==> config.mk <==
export PLATFORM = sky130hd
export DESIGN_NAME = ipm_phase_manager
export DESIGN_NICKNAME = d
export VERILOG_FILES = /design/src/rtl/ipm_pkg.sv /design/src/rtl/ipm_phase_manager.sv
export VERILOG_INCLUDE_DIRS = /design/src /design/src/rtl
export SDC_FILE = /design/constraint.sdc
export NUM_CORES = 1
export LEC_CHECK = 0
export ABC_AREA = 1
export BUFFER_PORTS_ARGS = -buffer_cell sky130_fd_sc_hd__clkbuf_2
export CAP_MARGIN = 40
export CORE_UTILIZATION = 40
export CTS_BUF_LIST = sky130_fd_sc_hd__clkbuf_4 sky130_fd_sc_hd__clkbuf_8 sky130_fd_sc_hd__clkbuf_16
export CTS_CLUSTER_DIAMETER = 60
export DETAILED_ROUTE_END_ITERATION = 7
export HOLD_SLACK_MARGIN = 0.1
export PLACE_DENSITY = 0.58
export SLEW_MARGIN = 20
export SYNTH_ARGS = -nofsm -noshare
export SYNTH_HDL_FRONTEND = slang
export SYNTH_SLANG_ARGS = --single-unit
==> constraint.sdc <==
create_clock -name clk_sys_i -period 1.9 [get_ports clk_sys_i]
set_input_delay 0.095 -clock clk_sys_i [delete_from_list [all_inputs] [get_ports clk_sys_i]]
set_output_delay 0.095 -clock clk_sys_i [all_outputs]
set_load 0.01 [all_outputs]
==> src/rtl/ipm_regs.svh <==
// Constants and rule overview for the interleaved phase manager
// Overview of operation
// Over-voltage input holds both gate drives off.
// Over-voltage flag goes to on-time logic; idle time not counted as dead time.
// Ready output high only in normal regulated operation, low otherwise.
// Start-up latch is set during every off phase.
// Start-up latch clears when error amplifier stops charging; ready may rise.
// Ready forced low when off or any fault present.
// Downstream converter should run only while ready is high.
// Each branch switches at most at half the oscillator rate.
// Sync follows ramp comparator: high above upper, low below lower threshold.
// Divide-by-two selector alternates phase one and two on sync pulses.
// Sync sets selected clock latch; clock issued on falling edge of sync.
// Phase clock held until its driver rises; driver rising edge clears it.
// Discharge extended until selected driver turns on.
// Phase clock may not set PWM latch until zero current is sensed.
// Demag latch set by winding comparator, cleared at next driver pulse.
// Driver low beyond 200 us sets demag latch by watchdog.
// Inrush comparator high blocks both PWM latches from setting.
// Reset starts at phase one, clock latches clear, drivers low; code resets the selector to phase two, first sync picks one.
`ifndef IPM_REGS_SVH
`define IPM_REGS_SVH
// Watchdog time in ns and its cycle count at a 4 ns clock
`define IPM_WDOG_NS 200000
`define IPM_CLK_NS 4
`define IPM_WDOG_CYC (`IPM_WDOG_NS / `IPM_CLK_NS)
`define IPM_WDOG_W 16
`define IPM_INT_W 4
`define IPM_INT_SYNC 0
`define IPM_INT_OVP 1
`define IPM_INT_FAULT 2
`define IPM_INT_READY 3
// Register offsets on the interrupt port
`define IPM_ADDR_STAT 2'h0
`define IPM_ADDR_MASK 2'h1
`endif

==> src/rtl/ipm_pkg.sv <==
// Types for the interleaved phase manager
package ipm_pkg;
  typedef enum logic [1:0] {
    IPM_PH_ONE = 2'b01,
    IPM_PH_TWO = 2'b10
  } ipm_phase_t;
endpackage

==> src/rtl/ipm_phase_manager.sv <==
// Interleaved two-phase clock, drive gating and ready logic
`timescale 1ns/10ps
`include "ipm_regs.svh"
module ipm_phase_manager #(
  parameter int WDOG_CYC = `IPM_WDOG_CYC
) (
  // Clock and reset
  input wire logic clk_sys_i,
  input wire logic rst_i,
  // Analog comparator inputs (asynchronous)
  input wire logic ramp_above_high_i,
  input wire logic ramp_below_low_i,
  input wire logic ovp_i,
  input wire logic inrush_i,
  input wire logic demag_one_i,
  input wire logic demag_two_i,
  input wire logic ea_charging_i,
  input wire logic circuit_on_i,
  input wire logic fault_i,
  // PWM reset from on-time comparators (asynchronous)
  input wire logic ton_end_one_i,
  input wire logic ton_end_two_i,
  // Interrupt register port
  input wire logic [1:0] reg_addr_i,
  input wire logic [`IPM_INT_W-1:0] reg_wdata_i,
  input wire logic reg_wr_i,
  input wire logic reg_rd_i,
  output logic [`IPM_INT_W-1:0] reg_rdata_o,
  output logic irq_o,
  // Drive, clock and status outputs
  output logic drive_one_o,
  output logic drive_two_o,
  output logic phase_one_clock_o,
  output logic phase_two_clock_o,
  output logic sync_o,
  output logic discharge_hold_o,
  output logic ovp_to_ton_o,
  output logic startup_flag_o,
  output logic stage_ready_out_o,
  output ipm_pkg::ipm_phase_t phase_sel_o
);
  import ipm_pkg::*;

  // ------------------------------------------------------------
  // Input synchronisers
  // ------------------------------------------------------------
  localparam int NIN = 11;
  logic [NIN-1:0] raw_in;
  logic [NIN-1:0] meta_reg;
  logic [NIN-1:0] sync_reg;
  assign raw_in = {ton_end_two_i, ton_end_one_i, fault_i, circuit_on_i, ea_charging_i,
                   demag_two_i, demag_one_i, inrush_i, ovp_i, ramp_below_low_i, ramp_above_high_i};
  always_ff @(posedge clk_sys_i) begin
    if (rst_i) begin
      meta_reg <= '0;
      sync_reg <= '0;
    end else begin
      meta_reg <= raw_in;
      sync_reg <= meta_reg;
    end
  end
  logic hi_s, lo_s, ovp_s, inr_s, dm1_s, dm2_s, eac_s, on_s, flt_s, te1_s, te2_s;
  assign {te2_s, te1_s, flt_s, on_s, eac_s, dm2_s, dm1_s, inr_s, ovp_s, lo_s, hi_s} = sync_reg;

  function automatic logic rise(input logic now, input logic prev);
    rise = now & ~prev;
  endfunction

  // ------------------------------------------------------------
  // Oscillator sync and phase selection
  // ------------------------------------------------------------
  logic sync_reg_q, sync_next;
  logic drv1_reg, drv2_reg;
  logic drv1_prev, drv2_prev;
  logic sync_fall;
  logic sel_drv_on;
  ipm_phase_t phase_reg;
  assign sel_drv_on = (phase_reg == IPM_PH_ONE) ? drv1_reg : drv2_reg;

  // Sync from ramp thresholds
  always_comb begin
    sync_next = sync_reg_q;
    if (!sync_reg_q && hi_s) begin
      sync_next = 1'b1;
    end else if (sync_reg_q && lo_s) begin
      sync_next = 1'b0;
    end
  end
  // Discharge is held past the low threshold until the selected driver is on
  logic hold_reg;
  always_ff @(posedge clk_sys_i) begin
    if (rst_i) begin
      sync_reg_q <= 1'b0;
      hold_reg <= 1'b0;
    end else begin
      sync_reg_q <= sync_next;
      // Extend discharge
      hold_reg <= (sync_reg_q | hold_reg) & lo_s & ~sel_drv_on & ~hi_s;
    end
  end
  assign sync_fall = sync_reg_q & ~sync_next;

  // Alternate phase on each sync rising edge
  always_ff @(posedge clk_sys_i) begin
    if (rst_i) begin
      phase_reg <= IPM_PH_TWO;
    end else if (rise(sync_next, sync_reg_q)) begin
      case (phase_reg)
        IPM_PH_ONE: phase_reg <= IPM_PH_TWO;
        IPM_PH_TWO: phase_reg <= IPM_PH_ONE;
        default: phase_reg <= IPM_PH_ONE;
      endcase
    end
  end

  // ------------------------------------------------------------
  // Clock generator latches
  // ------------------------------------------------------------
  logic arm1_reg, arm2_reg, phase_one_clock_reg, phase_two_clock_reg;
  logic drv1_rise, drv2_rise;
  assign drv1_rise = rise(drv1_reg, drv1_prev);
  assign drv2_rise = rise(drv2_reg, drv2_prev);
  // Armed by sync, clock out on sync fall, cleared by driver rise
  always_ff @(posedge clk_sys_i) begin
    if (rst_i) begin
      arm1_reg <= 1'b0;
      arm2_reg <= 1'b0;
      phase_one_clock_reg <= 1'b0;
      phase_two_clock_reg <= 1'b0;
    end else begin
      if (sync_reg_q && phase_reg == IPM_PH_ONE) begin
        arm1_reg <= 1'b1;
      end else if (drv1_rise) begin
        arm1_reg <= 1'b0;
      end
      if (sync_reg_q && phase_reg == IPM_PH_TWO) begin
        arm2_reg <= 1'b1;
      end else if (drv2_rise) begin
        arm2_reg <= 1'b0;
      end
      if (drv1_rise) begin
        phase_one_clock_reg <= 1'b0;
      end else if (sync_fall && arm1_reg) begin
        phase_one_clock_reg <= 1'b1;
      end
      if (drv2_rise) begin
        phase_two_clock_reg <= 1'b0;
      end else if (sync_fall && arm2_reg) begin
        phase_two_clock_reg <= 1'b1;
      end
    end
  end

  // ------------------------------------------------------------
  // Demagnetisation latches and watchdogs
  // ------------------------------------------------------------
  logic dml1_reg, dml2_reg;
  logic [`IPM_WDOG_W-1:0] wd1_reg, wd2_reg;
  logic wd1_hit, wd2_hit;
  assign wd1_hit = (wd1_reg >= WDOG_CYC[`IPM_WDOG_W-1:0] - 16'h0001);
  assign wd2_hit = (wd2_reg >= WDOG_CYC[`IPM_WDOG_W-1:0] - 16'h0001);
  // Watchdog counts while the driver is low
  always_ff @(posedge clk_sys_i) begin
    if (rst_i || drv1_reg) begin
      wd1_reg <= '0;
    end else if (!wd1_hit) begin
      wd1_reg <= wd1_reg + 16'h0001;
    end
  end
  always_ff @(posedge clk_sys_i) begin
    if (rst_i || drv2_reg) begin
      wd2_reg <= '0;
    end else if (!wd2_hit) begin
      wd2_reg <= wd2_reg + 16'h0001;
    end
  end
  // Set by winding or watchdog, cleared at next drive pulse
  always_ff @(posedge clk_sys_i) begin
    if (rst_i) begin
      dml1_reg <= 1'b0;
      dml2_reg <= 1'b0;
    end else begin
      if (drv1_rise) begin
        dml1_reg <= 1'b0;
      end else if (dm1_s || wd1_hit) begin
        dml1_reg <= 1'b1;
      end
      if (drv2_rise) begin
        dml2_reg <= 1'b0;
      end else if (dm2_s || wd2_hit) begin
        dml2_reg <= 1'b1;
      end
    end
  end

  // ------------------------------------------------------------
  // PWM latches and drive gating
  // ------------------------------------------------------------
  logic pwm_block;
  // Over-voltage, inrush, off state or fault block switching
  assign pwm_block = ovp_s | inr_s | ~on_s | flt_s;
  // A clock only sets the latch once the core is reset
  always_ff @(posedge clk_sys_i) begin
    if (rst_i) begin
      drv1_reg <= 1'b0;
      drv2_reg <= 1'b0;
      drv1_prev <= 1'b0;
      drv2_prev <= 1'b0;
    end else begin
      drv1_prev <= drv1_reg;
      drv2_prev <= drv2_reg;
      // Drives held off during over-voltage
      if (pwm_block || te1_s) begin
        drv1_reg <= 1'b0;
      end else if (phase_one_clock_reg && dml1_reg && !dm1_s) begin
        drv1_reg <= 1'b1;
      end
      if (pwm_block || te2_s) begin
        drv2_reg <= 1'b0;
      end else if (phase_two_clock_reg && dml2_reg && !dm2_s) begin
        drv2_reg <= 1'b1;
      end
    end
  end

  // ------------------------------------------------------------
  // Start-up latch and ready output
  // ------------------------------------------------------------
  logic startup_flag_reg, ready_reg, ovp_reg, ready_prev_reg;
  always_ff @(posedge clk_sys_i) begin
    if (rst_i) begin
      startup_flag_reg <= 1'b1;
    end else if (!on_s) begin
      // Set during the off phase
      startup_flag_reg <= 1'b1;
    end else if (!eac_s) begin
      // Cleared when the error amplifier stops charging
      startup_flag_reg <= 1'b0;
    end
  end
  always_ff @(posedge clk_sys_i) begin
    if (rst_i) begin
      ready_reg <= 1'b0;
      ovp_reg <= 1'b0;
      ready_prev_reg <= 1'b0;
    end else begin
      ready_prev_reg <= ready_reg;
      // Ready only when on, fault free and start-up over
      ready_reg <= on_s & ~flt_s & ~startup_flag_reg;
      // Over-voltage reported to on-time processing
      ovp_reg <= ovp_s;
    end
  end

  // ------------------------------------------------------------
  // Interrupt status and mask
  // ------------------------------------------------------------
  logic [`IPM_INT_W-1:0] stat_reg, mask_reg, ev;
  logic [`IPM_INT_W-1:0] rdata_reg;
  logic irq_reg;
  always_comb begin
    ev = '0;
    ev[`IPM_INT_SYNC] = sync_fall;
    ev[`IPM_INT_OVP] = rise(ovp_s, ovp_reg);
    ev[`IPM_INT_FAULT] = flt_s;
    // Edge of the registered ready, so a steady ready raises one event only
    ev[`IPM_INT_READY] = rise(ready_reg, ready_prev_reg);
  end
  // Set wins over a simultaneous write-one clear
  always_ff @(posedge clk_sys_i) begin
    if (rst_i) begin
      stat_reg <= '0;
      mask_reg <= '0;
    end else begin
      if (reg_wr_i && reg_addr_i == `IPM_ADDR_STAT) begin
        stat_reg <= (stat_reg & ~reg_wdata_i) | ev;
      end else begin
        stat_reg <= stat_reg | ev;
      end
      if (reg_wr_i && reg_addr_i == `IPM_ADDR_MASK) begin
        mask_reg <= reg_wdata_i;
      end
    end
  end
  always_ff @(posedge clk_sys_i) begin
    if (rst_i) begin
      rdata_reg <= '0;
      irq_reg <= 1'b0;
    end else begin
      irq_reg <= |(stat_reg & mask_reg);
      if (reg_rd_i) begin
        case (reg_addr_i)
          `IPM_ADDR_STAT: rdata_reg <= stat_reg;
          `IPM_ADDR_MASK: rdata_reg <= mask_reg;
          default: rdata_reg <= '0;
        endcase
      end else begin
        rdata_reg <= '0;
      end
    end
  end

  assign reg_rdata_o = rdata_reg;
  assign irq_o = irq_reg;
  assign drive_one_o = drv1_reg;
  assign drive_two_o = drv2_reg;
  assign phase_one_clock_o = phase_one_clock_reg;
  assign phase_two_clock_o = phase_two_clock_reg;
  assign sync_o = sync_reg_q;
  assign discharge_hold_o = hold_reg;
  assign ovp_to_ton_o = ovp_reg;
  assign startup_flag_o = startup_flag_reg;
  assign stage_ready_out_o = ready_reg;
  assign phase_sel_o = phase_reg;

  // ------------------------------------------------------------
  // Assertions
  // ------------------------------------------------------------
  a_ovp_drive_off: assert property (@(posedge clk_sys_i) disable iff (rst_i)
    ovp_s |=> !drv1_reg && !drv2_reg) else $error("drive on during over-voltage");
  a_ovp_flag: assert property (@(posedge clk_sys_i) disable iff (rst_i)
    ovp_s |=> ovp_to_ton_o) else $error("over-voltage not reported");
  a_ready_fault: assert property (@(posedge clk_sys_i) disable iff (rst_i)
    (flt_s || !on_s) |=> !stage_ready_out_o) else $error("ready high in fault");
  a_ready_startup_flag: assert property (@(posedge clk_sys_i) disable iff (rst_i)
    stage_ready_out_o |-> $past(!startup_flag_reg)) else $error("ready during start-up");
  a_startup_flag_off: assert property (@(posedge clk_sys_i) disable iff (rst_i)
    !on_s |=> startup_flag_reg) else $error("start-up latch not set when off");
  a_startup_flag_clr: assert property (@(posedge clk_sys_i) disable iff (rst_i)
    (on_s && !eac_s) |=> !startup_flag_reg) else $error("start-up latch not cleared");
  a_phase_alt: assert property (@(posedge clk_sys_i) disable iff (rst_i)
    rise(sync_next, sync_reg_q) |=> phase_reg != $past(phase_reg)) else $error("phase did not toggle");
  a_clk_fall: assert property (@(posedge clk_sys_i) disable iff (rst_i)
    $rose(phase_one_clock_reg) |-> $past(sync_fall)) else $error("clock not on sync fall");
  a_clk_hold: assert property (@(posedge clk_sys_i) disable iff (rst_i)
    $fell(phase_one_clock_reg) |-> $past(drv1_rise)) else $error("clock dropped without driver");
  a_zcd_gate: assert property (@(posedge clk_sys_i) disable iff (rst_i)
    $rose(drv1_reg) |-> $past(dml1_reg && phase_one_clock_reg)) else $error("drive without demag");
  a_inrush_blk: assert property (@(posedge clk_sys_i) disable iff (rst_i)
    inr_s |=> !$rose(drv1_reg) && !$rose(drv2_reg)) else $error("drive rose during inrush");
  a_demag_clr: assert property (@(posedge clk_sys_i) disable iff (rst_i)
    drv1_rise |=> !dml1_reg) else $error("demag latch not cleared");
  a_wdog_set: assert property (@(posedge clk_sys_i) disable iff (rst_i)
    wd1_hit && !drv1_rise |=> dml1_reg) else $error("watchdog did not set demag latch");
  c_ph_one: cover property (@(posedge clk_sys_i) $rose(drv1_reg));
  c_ph_two: cover property (@(posedge clk_sys_i) $rose(drv2_reg));
  c_ready: cover property (@(posedge clk_sys_i) $rose(stage_ready_out_o));
  c_hold: cover property (@(posedge clk_sys_i) $rose(hold_reg));
endmodule

==> flow_summary.yaml, run 1 <==
global_routing:
  antenna_found_initial: 0
  grt_pass1_wl_um: 14230
  grt_pass1_vias: 3193
  grt_use_total_pct: 17.99
  grt_max_degree: 38
  grt_overflow: 0
placement:
  place_hpwl_um: 5681
  dp_slack_ns: 0.3078
  io_buffers: 36
  post_dp_cell_area_um2: 4056
  place.gp.congestion: 0.8491
synthesis:
  ys_warn_count: 0
  synth_top_cell_by_area: "dfxtp_1"
  syn_area_um2: 3771
  syn_inst: 544
  synth_seq_cells: 85
  ys_seq_area_share_pct: 45.12
  avgSynthCellArea_um2: 6.932
  syn-num-nets: 567
  synthTopCellsByArea: "dfxtp_1, nand2_1, nor2_1"
  synth_top_area_share_pct: 45.12
  ys_types: 30
floorplan:
  io_pins: 37
  core_area_um2: 9196
  start_util_pct: 41.01
  rows: 35
  die_h_um: 99.10
  die-area_um2: 9820
  die_w_um: 99.10
timing:
  setup_viol: 0
  rsz0062_at_grt: "no"
  fin_crit_sh_pct: 83.99
  timing.fmax_ghz: 0.6266
  period_needed_ns: 1.596
  clock_skew_ns: 0.01103
  fin_setup_tns_ns: 0
  hold_viol: 0
  slew_headroom_pct: 67.68
  worst_slew_pin_slew_ns: 0.4831
  setup_ws_ns: 0.3042
  drv_slew: 0
worst_setup_path:
  path_buf_inv: 0
  cp-start-kind: "flop"
  cp_slowest_cell: "dfxtp_1"
  setup.worst_path.start: "wd2_reg[0]"
  setup.worst_path.end: "wd2_reg[0]"
  critPathMaxStageDelay_ns: 0.35
  r2r_end: "wd2_reg[0]"
  worstPathMaxFanout: 7
  end_kind: "flop"
  r2r_start: "wd2_reg[0]"
  ff2ff_setup_slack_ns: 0.30
  worstPathArrival_ns: 1.86
  reg2regPathDepth: 9
  crit_chain: "ha_1, nand3_1, nand3_1, nand2_1, nor2_1, nor2_1, nand2_1, nand2_1, nor2_1"
  critPathRequiredTime_ns: 2.16
  crit_type: "reg -> reg"
  crit_family: "simple AND/OR/NAND/NOR gates"
  cp.depth: 9
finish:
  syn_to_final_growth_pct: 18.88
  drive_gt1_share_pct: 13.46
  layout_commonest_cell: "nand2_1"
  layout_common_cells: "nand2_1, nor2_1, dfxtp_1"
  final_nets: 627
  final_cell_area_um2: 4483
  diodes: 0
run_status:
  status: "finished clean"
job:
  drv_cap: 0
clock_network:
  clockBufferDepth: 2
  insertion_delay_ns: 0.36
  cts_made_buffers: 9
  root_buffer: "clkbuf_8"
  cts.sinks: 85
  cts_tree: "yes"
  path_clk_slew_ns: 0.10
  cts-htree-levels: 3
  post_cts_buffers: 0
drt:
  dr.pass1.iters: 5
  initialDrtViolationCount: 96
  drc_errors: 0
  wire_per_inst_um: 11.16
  vias: 3414
  ant_nets: 0
  viasPerCell: 4.742
  wl_um: 8033
pwr:
  p_total_mw: 3.427
  ir_drop_mv: 0.3648
  powerDensity_nw_per_um2: 764.4
  p_leak_nw: 1.913
min_path:
  hold_path_class: "in -> reg"
area by class of cell:
type / instances / area [µm²]
fill: 930 / 4713
sequential: 85 / 1702
multi-input combinational: 364 / 1687
tap: 111 / 138.9
clock inverter: 7 / 92.59
timing repair buffer: 63 / 435.4
inverter: 81 / 304.0
clock buffer: 9 / 123.9
Yosys cell counts, drive strengths merged:
master  count
nand3      49
xnor2       3
nand2     132
o21ai      13
nor3        6
nor2       99
nor4        3
xor2        4
nand4      16
nand3b      2
inv        81
a31oi       2
a21oi      31
clkbuf      7
a41oi       1
ha          2
o21a        1
buf         7
dfxtp      85
stage by stage:
| step | hold WS (ns) | cells | utilization, % |
|---|---|---|---|
| after floorplan | 0.2020 | 544 | - |
| after global placement | 0.2881 | 683 | 44.11 |
| after detailed placement | 0.2904 | 683 | 44.11 |
| after CTS | 0.1039 | 720 | 48.75 |
| after global routing | 0.1418 | 720 | 48.75 |
| final | 0.1186 | 720 | 48.75 |
how the worst min path moves through the flow:
stage,start,to,depth (start not counted)
after detailed placement,inrush_i,meta_reg[3],3
final,reg_addr_i[0],reg_rdata_o[1],4
after CTS,reg_addr_i[0],reg_rdata_o[1],4
after global placement,circuit_on_i,meta_reg[7],3
after floorplan,ramp_above_high_i,meta_reg[0],2
after global routing,reg_addr_i[0],reg_rdata_o[0],4
kinds of logic after synthesis:
logic type	count (synthesis)	synth area share [%]
AOI/OAI and AO/OA	48	6.802
xor gates and xnor gates	7	1.626
adders and majority gates	2	0.6635
buffers and inverters	95	10.15
DFF	85	45.12
and+or+nand+nor	307	35.63
repair_timing:
| action | in CTS | in global routing |
|---|---|---|
| hold endpoints to repair | 26 | 0 |
| resized for setup | 0 | 0 |
| hold buffers | 21 | 0 |
tightest hold or removal path: stages:
cell      delay [ns]
clkbuf_2        0.09
nor2_1          0.11
nand2_1         0.09
a21oi_1         0.06
metal layers:
metal	part of all wire (%)	track usage, %	wire length [µm]
met1	48	22.90	3847
met2	48	30.77	3816
met3	3.0	2.389	239
met4	1.6	7.692	129
met5	0	0	0
power by group:
| group | leakage (nW) | total (mW) | switching [mW] | internal (mW) |
|---|---|---|---|---|
| clock network | 0.103 | 1.39 | 0.748 | 0.642 |
| registers | 0.692 | 1.86 | 0.0290 | 1.83 |
| logic | 1.12 | 0.180 | 0.0958 | 0.0843 |
| total | 1.91 | 3.43 | 0.873 | 2.55 |
Note: power is estimated with default switching activity, not from simulation.
==> run 2: changes to the inputs <==
PLACE_DENSITY = 0.6   (was 0.58)
clock period = 1.3 ns   (was 1.9 ns; I/O delays follow)
==> run 2 against run 1 <==
The flow now finishes with violations (negative setup slack). Critical endpoint is now wd1_reg[13]. First-iteration DRC count rose by 110%. Clock skew fell by 0.00067 ns. Die area did not move. Register-to-register slack got worse by 0.32 ns. Sequential share of layout area fell by 5.2 points. Via count rose by 9.5%. Combinational power rose by 93%. Clock power rose by 35%. Power rose by 44%. Worst setup slack got worse by 0.32 ns.
==> flow_summary.yaml, run 2 (same netlist as run 1, synthesis figures left out) <==
run_status:
  status: "finished with violations"
  violations: "negative setup slack"
placement:
  io_buffers: 36
  place_hpwl_um: 6031
  place.gp.congestion: 0.8706
timing:
  fin_setup_tns_ns: -0.03101
  drv_slew: 0
  clock_skew_ns: 0.01036
  slew_headroom_pct: 71.43
  hold_viol: 0
  timing.fmax_ghz: 0.7620
  setup_viol: 5
  period_needed_ns: 1.312
  setup_ws_ns: -0.01237
  rsz0062_at_grt: "yes"
  worst_slew_pin_slew_ns: 0.4281
  fin_crit_sh_pct: 101.0
finish:
  drive_gt1_share_pct: 31.68
  multi_input_area_um2: 2001
  syn_to_final_growth_pct: 40.28
  final_nets: 684
  fill_cells: 839
  diodes: 0
  layout_common_cells: "nand2_1, nor2_1, inv_1"
  layout_commonest_cell: "nand2_1"
  seqCellArea_um2: 1734
drt:
  wl_um: 9190
  viasPerCell: 4.810
  initialDrtViolationCount: 199
  ant_nets: 0
  dr.pass1.iters: 4
  drc_errors: 0
  wire_per_inst_um: 11.83
  vias: 3737
min_path:
  hold_path_class: "in -> reg"
  min_from: "reg_addr_i[0]"
floorplan:
  core_area_um2: 9196
  rows: 35
  die-area_um2: 9820
  die_w_um: 99.10
  io_pins: 37
  die_h_um: 99.10
  start_util_pct: 41.01
worst_setup_path:
  worstPathMaxFanout: 3
  setup.worst_path.start: "wd1_reg[0]"
  critPathRequiredTime_ns: 1.60
  end_kind: "flop"
  worstPathArrival_ns: 1.61
  crit_type: "reg -> reg"
  r2r_start: "wd1_reg[0]"
  cp-start-kind: "flop"
pwr:
  powerDensity_nw_per_um2: 932.3
  p_total_mw: 4.932
  ir_drop_mv: 0.6235
  p_leak_nw: 2.316
clock_network:
  cts_tree: "yes"
  clockBufferDepth: 2
  path_clk_slew_ns: 0.10
  cts_made_buffers: 9
  root_buffer: "clkbuf_8"
  cts.sinks: 85
  insertion_delay_ns: 0.37
  cts-htree-levels: 3
global_routing:
  grt_pass1_vias: 3375
  grt_overflow: 0
  grt_use_total_pct: 19.00
  antenna_found_initial: 0
  grt_pass1_wl_um: 15080
  grt_max_degree: 36
job:
  drv_cap: 0
==> run 2: cell types whose count changed in the layout (fill, tap and decap cells not counted), sizes merged <==
cell | before | now
inv | 84 | 86
buf | 6 | 58
clkbuf | 45 | 44
bufinv | 1 | 0
dlygate4sd3 | 21 | 27
clkinv | 1 | 2
clkinvlp | 2 | 0
==> run 2: layout make-up <==
cell class	count	area share, %
inverters	81	5.795
multi-input cells	364	37.82
clock buffers	9	2.342
flip-flops and latches	85	32.78
well taps	111	2.625
clock inverters	7	1.395
repair buffers	120	17.24
==> run 2: worst paths after layout <==
path / slack [ns] / cells after the start / endpoint
setup / recovery: -0.01 / 9 / wd1_reg[13]
hold / removal: 0.13 / 5 / stat_reg[1]
setup reg to reg: -0.01 / 9 / wd1_reg[13]
hold reg to reg: 0.40 / 2 / sync_reg[8]
==> run 2: what timing repair did <==
| action | in CTS | in global routing |
|---|---|---|
| pin swaps | 5 | 26 |
| hold buffers | 27 | 0 |
| gates resized for setup | 21 | 85 |
| cloned | 1 | 2 |
| buffers inserted | 2 | 2 |
| hold endpoints to repair | 27 | 0 |
| endpoints found under the setup margin | 29 | 38 |
==> run 2: critical path: stages (launching register included) <==
cell	delay, ns
dfxtp_2	0.35
ha_4	0.18
nand3_4	0.09
nand3_4	0.08
nand2_2	0.07
nor2_2	0.04
nor2_2	0.13
buf_4	0.14
nand2_2	0.04
a21oi_1	0.11
==> run 2: through the flow <==
step / instance area (µm²) / instances / worst slack, ns / hold slack, ns / utilization, %
finish: 5290 / 777 / -0.01237 / 0.1288 / 57.52
global placement: 4432 / 727 / -0.06949 / 0.2580 / 48.19
floorplan: 3804 / 544 / 0.0009498 / 0.1720 / -
CTS: 4996 / 773 / -0.02842 / 0.1011 / 54.33
global route: 5290 / 777 / -0.1105 / 0.1553 / 57.52
detailed placement: 4432 / 727 / -0.09332 / 0.2625 / 48.19
==> run 2: layer usage <==
metal  up-vias  part of all wire [%]  track usage, %
li1       1952                     -               -
met1      1686                    46           24.89
met2        82                    47           30.34
met3        17                   4.5           4.989
met4         0                   1.8           6.787
met5         -                     0               0
==> run 2: report_power, final <==
part | switching [mW] | internal [mW] | leakage [nW]
registers | 0.0464 | 2.67 | 0.704
clock network | 1.10 | 0.761 | 0.101
logic | 0.171 | 0.177 | 1.51
==> run 3: changes to the inputs <==
REMOVE_ABC_BUFFERS = 1   (was unset)
==> run 3 against run 2 <==
First-iteration DRC count decreased by 25%. Largest power group unchanged. Routed wire length increased by 0.35%. Worst setup slack got worse by 0.026 ns. Count of clock-buffer cells in the layout unchanged. The flow still finishes with violations (negative setup slack). Sequential power about the same. Combinational power decreased by 3%.
==> flow_summary.yaml, run 3 (same netlist as run 1, synthesis figures left out) <==
finish:
  drive_gt1_share_pct: 31.61
  layout_commonest_cell: "nand2_1"
  layout_common_cells: "nand2_1, nor2_1, inv_1"
  diodes: 0
  syn_to_final_growth_pct: 38.75
  final_nets: 676
worst_setup_path:
  path_buf_inv: 0
  crit_family: "simple AND/OR/NAND/NOR gates"
  cp-start-kind: "flop"
  worstPathMaxFanout: 3
  critPathMaxStageDelay_ns: 0.37
  critPathRequiredTime_ns: 1.58
  cp_slowest_cell: "dfxtp_2"
  worstPathArrival_ns: 1.62
  crit_type: "reg -> reg"
  end_kind: "flop"
  crit_chain: "ha_4, nand2_4, nor3_4, xor2_1, nand2_1, a21oi_2"
clock_network:
  insertion_delay_ns: 0.35
  cts.sinks: 85
  cts-htree-levels: 3
  root_buffer: "clkbuf_8"
  path_clk_slew_ns: 0.10
  cts_tree: "yes"
  clockBufferDepth: 2
  cts_made_buffers: 9
timing:
  worst_slew_pin_slew_ns: 0.4513
  rsz0062_at_grt: "yes"
  clock_skew_ns: 0.01271
  worst_hold_slack_ns: 0.1236
  fin_crit_sh_pct: 103.0
  timing.fmax_ghz: 0.7470
  period_needed_ns: 1.339
  hold_viol: 0
  drv_slew: 0
  setup_ws_ns: -0.03860
  setup_viol: 7
  slew_headroom_pct: 69.88
run_status:
  violations: "negative setup slack"
  status: "finished with violations"
pwr:
  p_total_mw: 4.873
  ir_drop_mv: 0.6932
  p_leak_nw: 2.281
  powerDensity_nw_per_um2: 931.3
global_routing:
  grt_pass1_vias: 3419
  grt_use_total_pct: 18.75
  grt_overflow: 0
  grt_pass1_wl_um: 14890
  grt_max_degree: 39
  antenna_found_initial: 0
floorplan:
  core_area_um2: 9196
  die_w_um: 99.10
  io_pins: 37
  start_util_pct: 41.01
  die_h_um: 99.10
  die-area_um2: 9820
  rows: 35
job:
  drv_cap: 0
drt:
  viasPerCell: 4.783
  ant_nets: 0
  dr.pass1.iters: 4
  vias: 3678
  initialDrtViolationCount: 149
  wl_um: 9222
  wire_per_inst_um: 11.99
  drc_errors: 0
placement:
  io_buffers: 36
  place_hpwl_um: 5998
  place.gp.congestion: 0.8455
min_path:
  hold_path_class: "in -> reg"
-- run 3: changes by cell type in the layout (fill, tap and decap cells not counted), sizes merged --
cell,change
nand2,+1
inv,-2
dlygate4sd3,-5
clkinvlp,+2
buf,-5
clkbuf,+1
-- run 3: worst register-to-register path, cell delays in order, from the launching register on --
cell     delay, ns
dfxtp_2       0.37
ha_4          0.18
nand2_4       0.08
nor3_4        0.25
xor2_1        0.20
nand2_1       0.09
a21oi_2       0.11
-- run 3: final timing paths --
path,cells past startpoint,to,slack (ns),start
min,4,stat_reg[1],0.12,reg_wr_i
max reg2reg,6,wd1_reg[6],-0.04,wd1_reg[1]
max,6,wd1_reg[6],-0.04,wd1_reg[1]
min reg2reg,1,drive_one_o,0.39,sync_reg[9]
-- run 3: cell type report --
| cell class | instances | area (µm²) |
|---|---|---|
| Sequential cell | 85 | 1732 |
| Fill cell | 854 | 3964 |
| Tap cell | 111 | 138.9 |
| Clock buffer | 9 | 123.9 |
| Multi-Input combinational cell | 365 | 2011 |
| Timing Repair Buffer | 111 | 849.6 |
| Inverter | 81 | 309.0 |
| Clock inverter | 7 | 68.82 |
-- run 3: repair_timing --
item / CTS / global route
gates resized for setup: 29 / 86
setup buffers: 4 / 4
setup endpoints to repair: 33 / 34
endpoints found under the hold margin: 26 / 0
hold buffers: 22 / 0
pin swaps: 6 / 33
gates cloned: 0 / 1
-- run 3: through the flow --
stage / utilization [%] / instances / setup TNS (ns) / worst slack, ns / area [µm²]
6_report: 56.90 / 769 / -0.1382 / -0.03860 / 5233
5_1_grt: 56.90 / 769 / -1.776 / -0.1324 / 5233
4_1_cts: 53.58 / 766 / -0.08250 / -0.01474 / 4927
3_5_place_dp: 47.73 / 724 / -2.549 / -0.1259 / 4389
3_3_place_gp: 47.73 / 724 / -1.038 / -0.07915 / 4389
2_1_floorplan: - / 530 / -3.028 / -0.1744 / 3692
-- run 3: power breakdown --
part / internal (mW) / leakage, nW / switching, mW
registers: 2.67 / 0.702 / 0.0486
logic: 0.168 / 1.49 / 0.171
clock network: 0.741 / 0.0911 / 1.07
total: 3.58 / 2.28 / 1.29
-- run 3: metal layers --
layer	vias up	share of wire (%)	track usage (%)
met4	0	1.9	6.787
met1	1679	45	23.17
met3	15	3.3	3.373
li1	1920	-	-
met2	64	50	32.81
met5	-	0	0
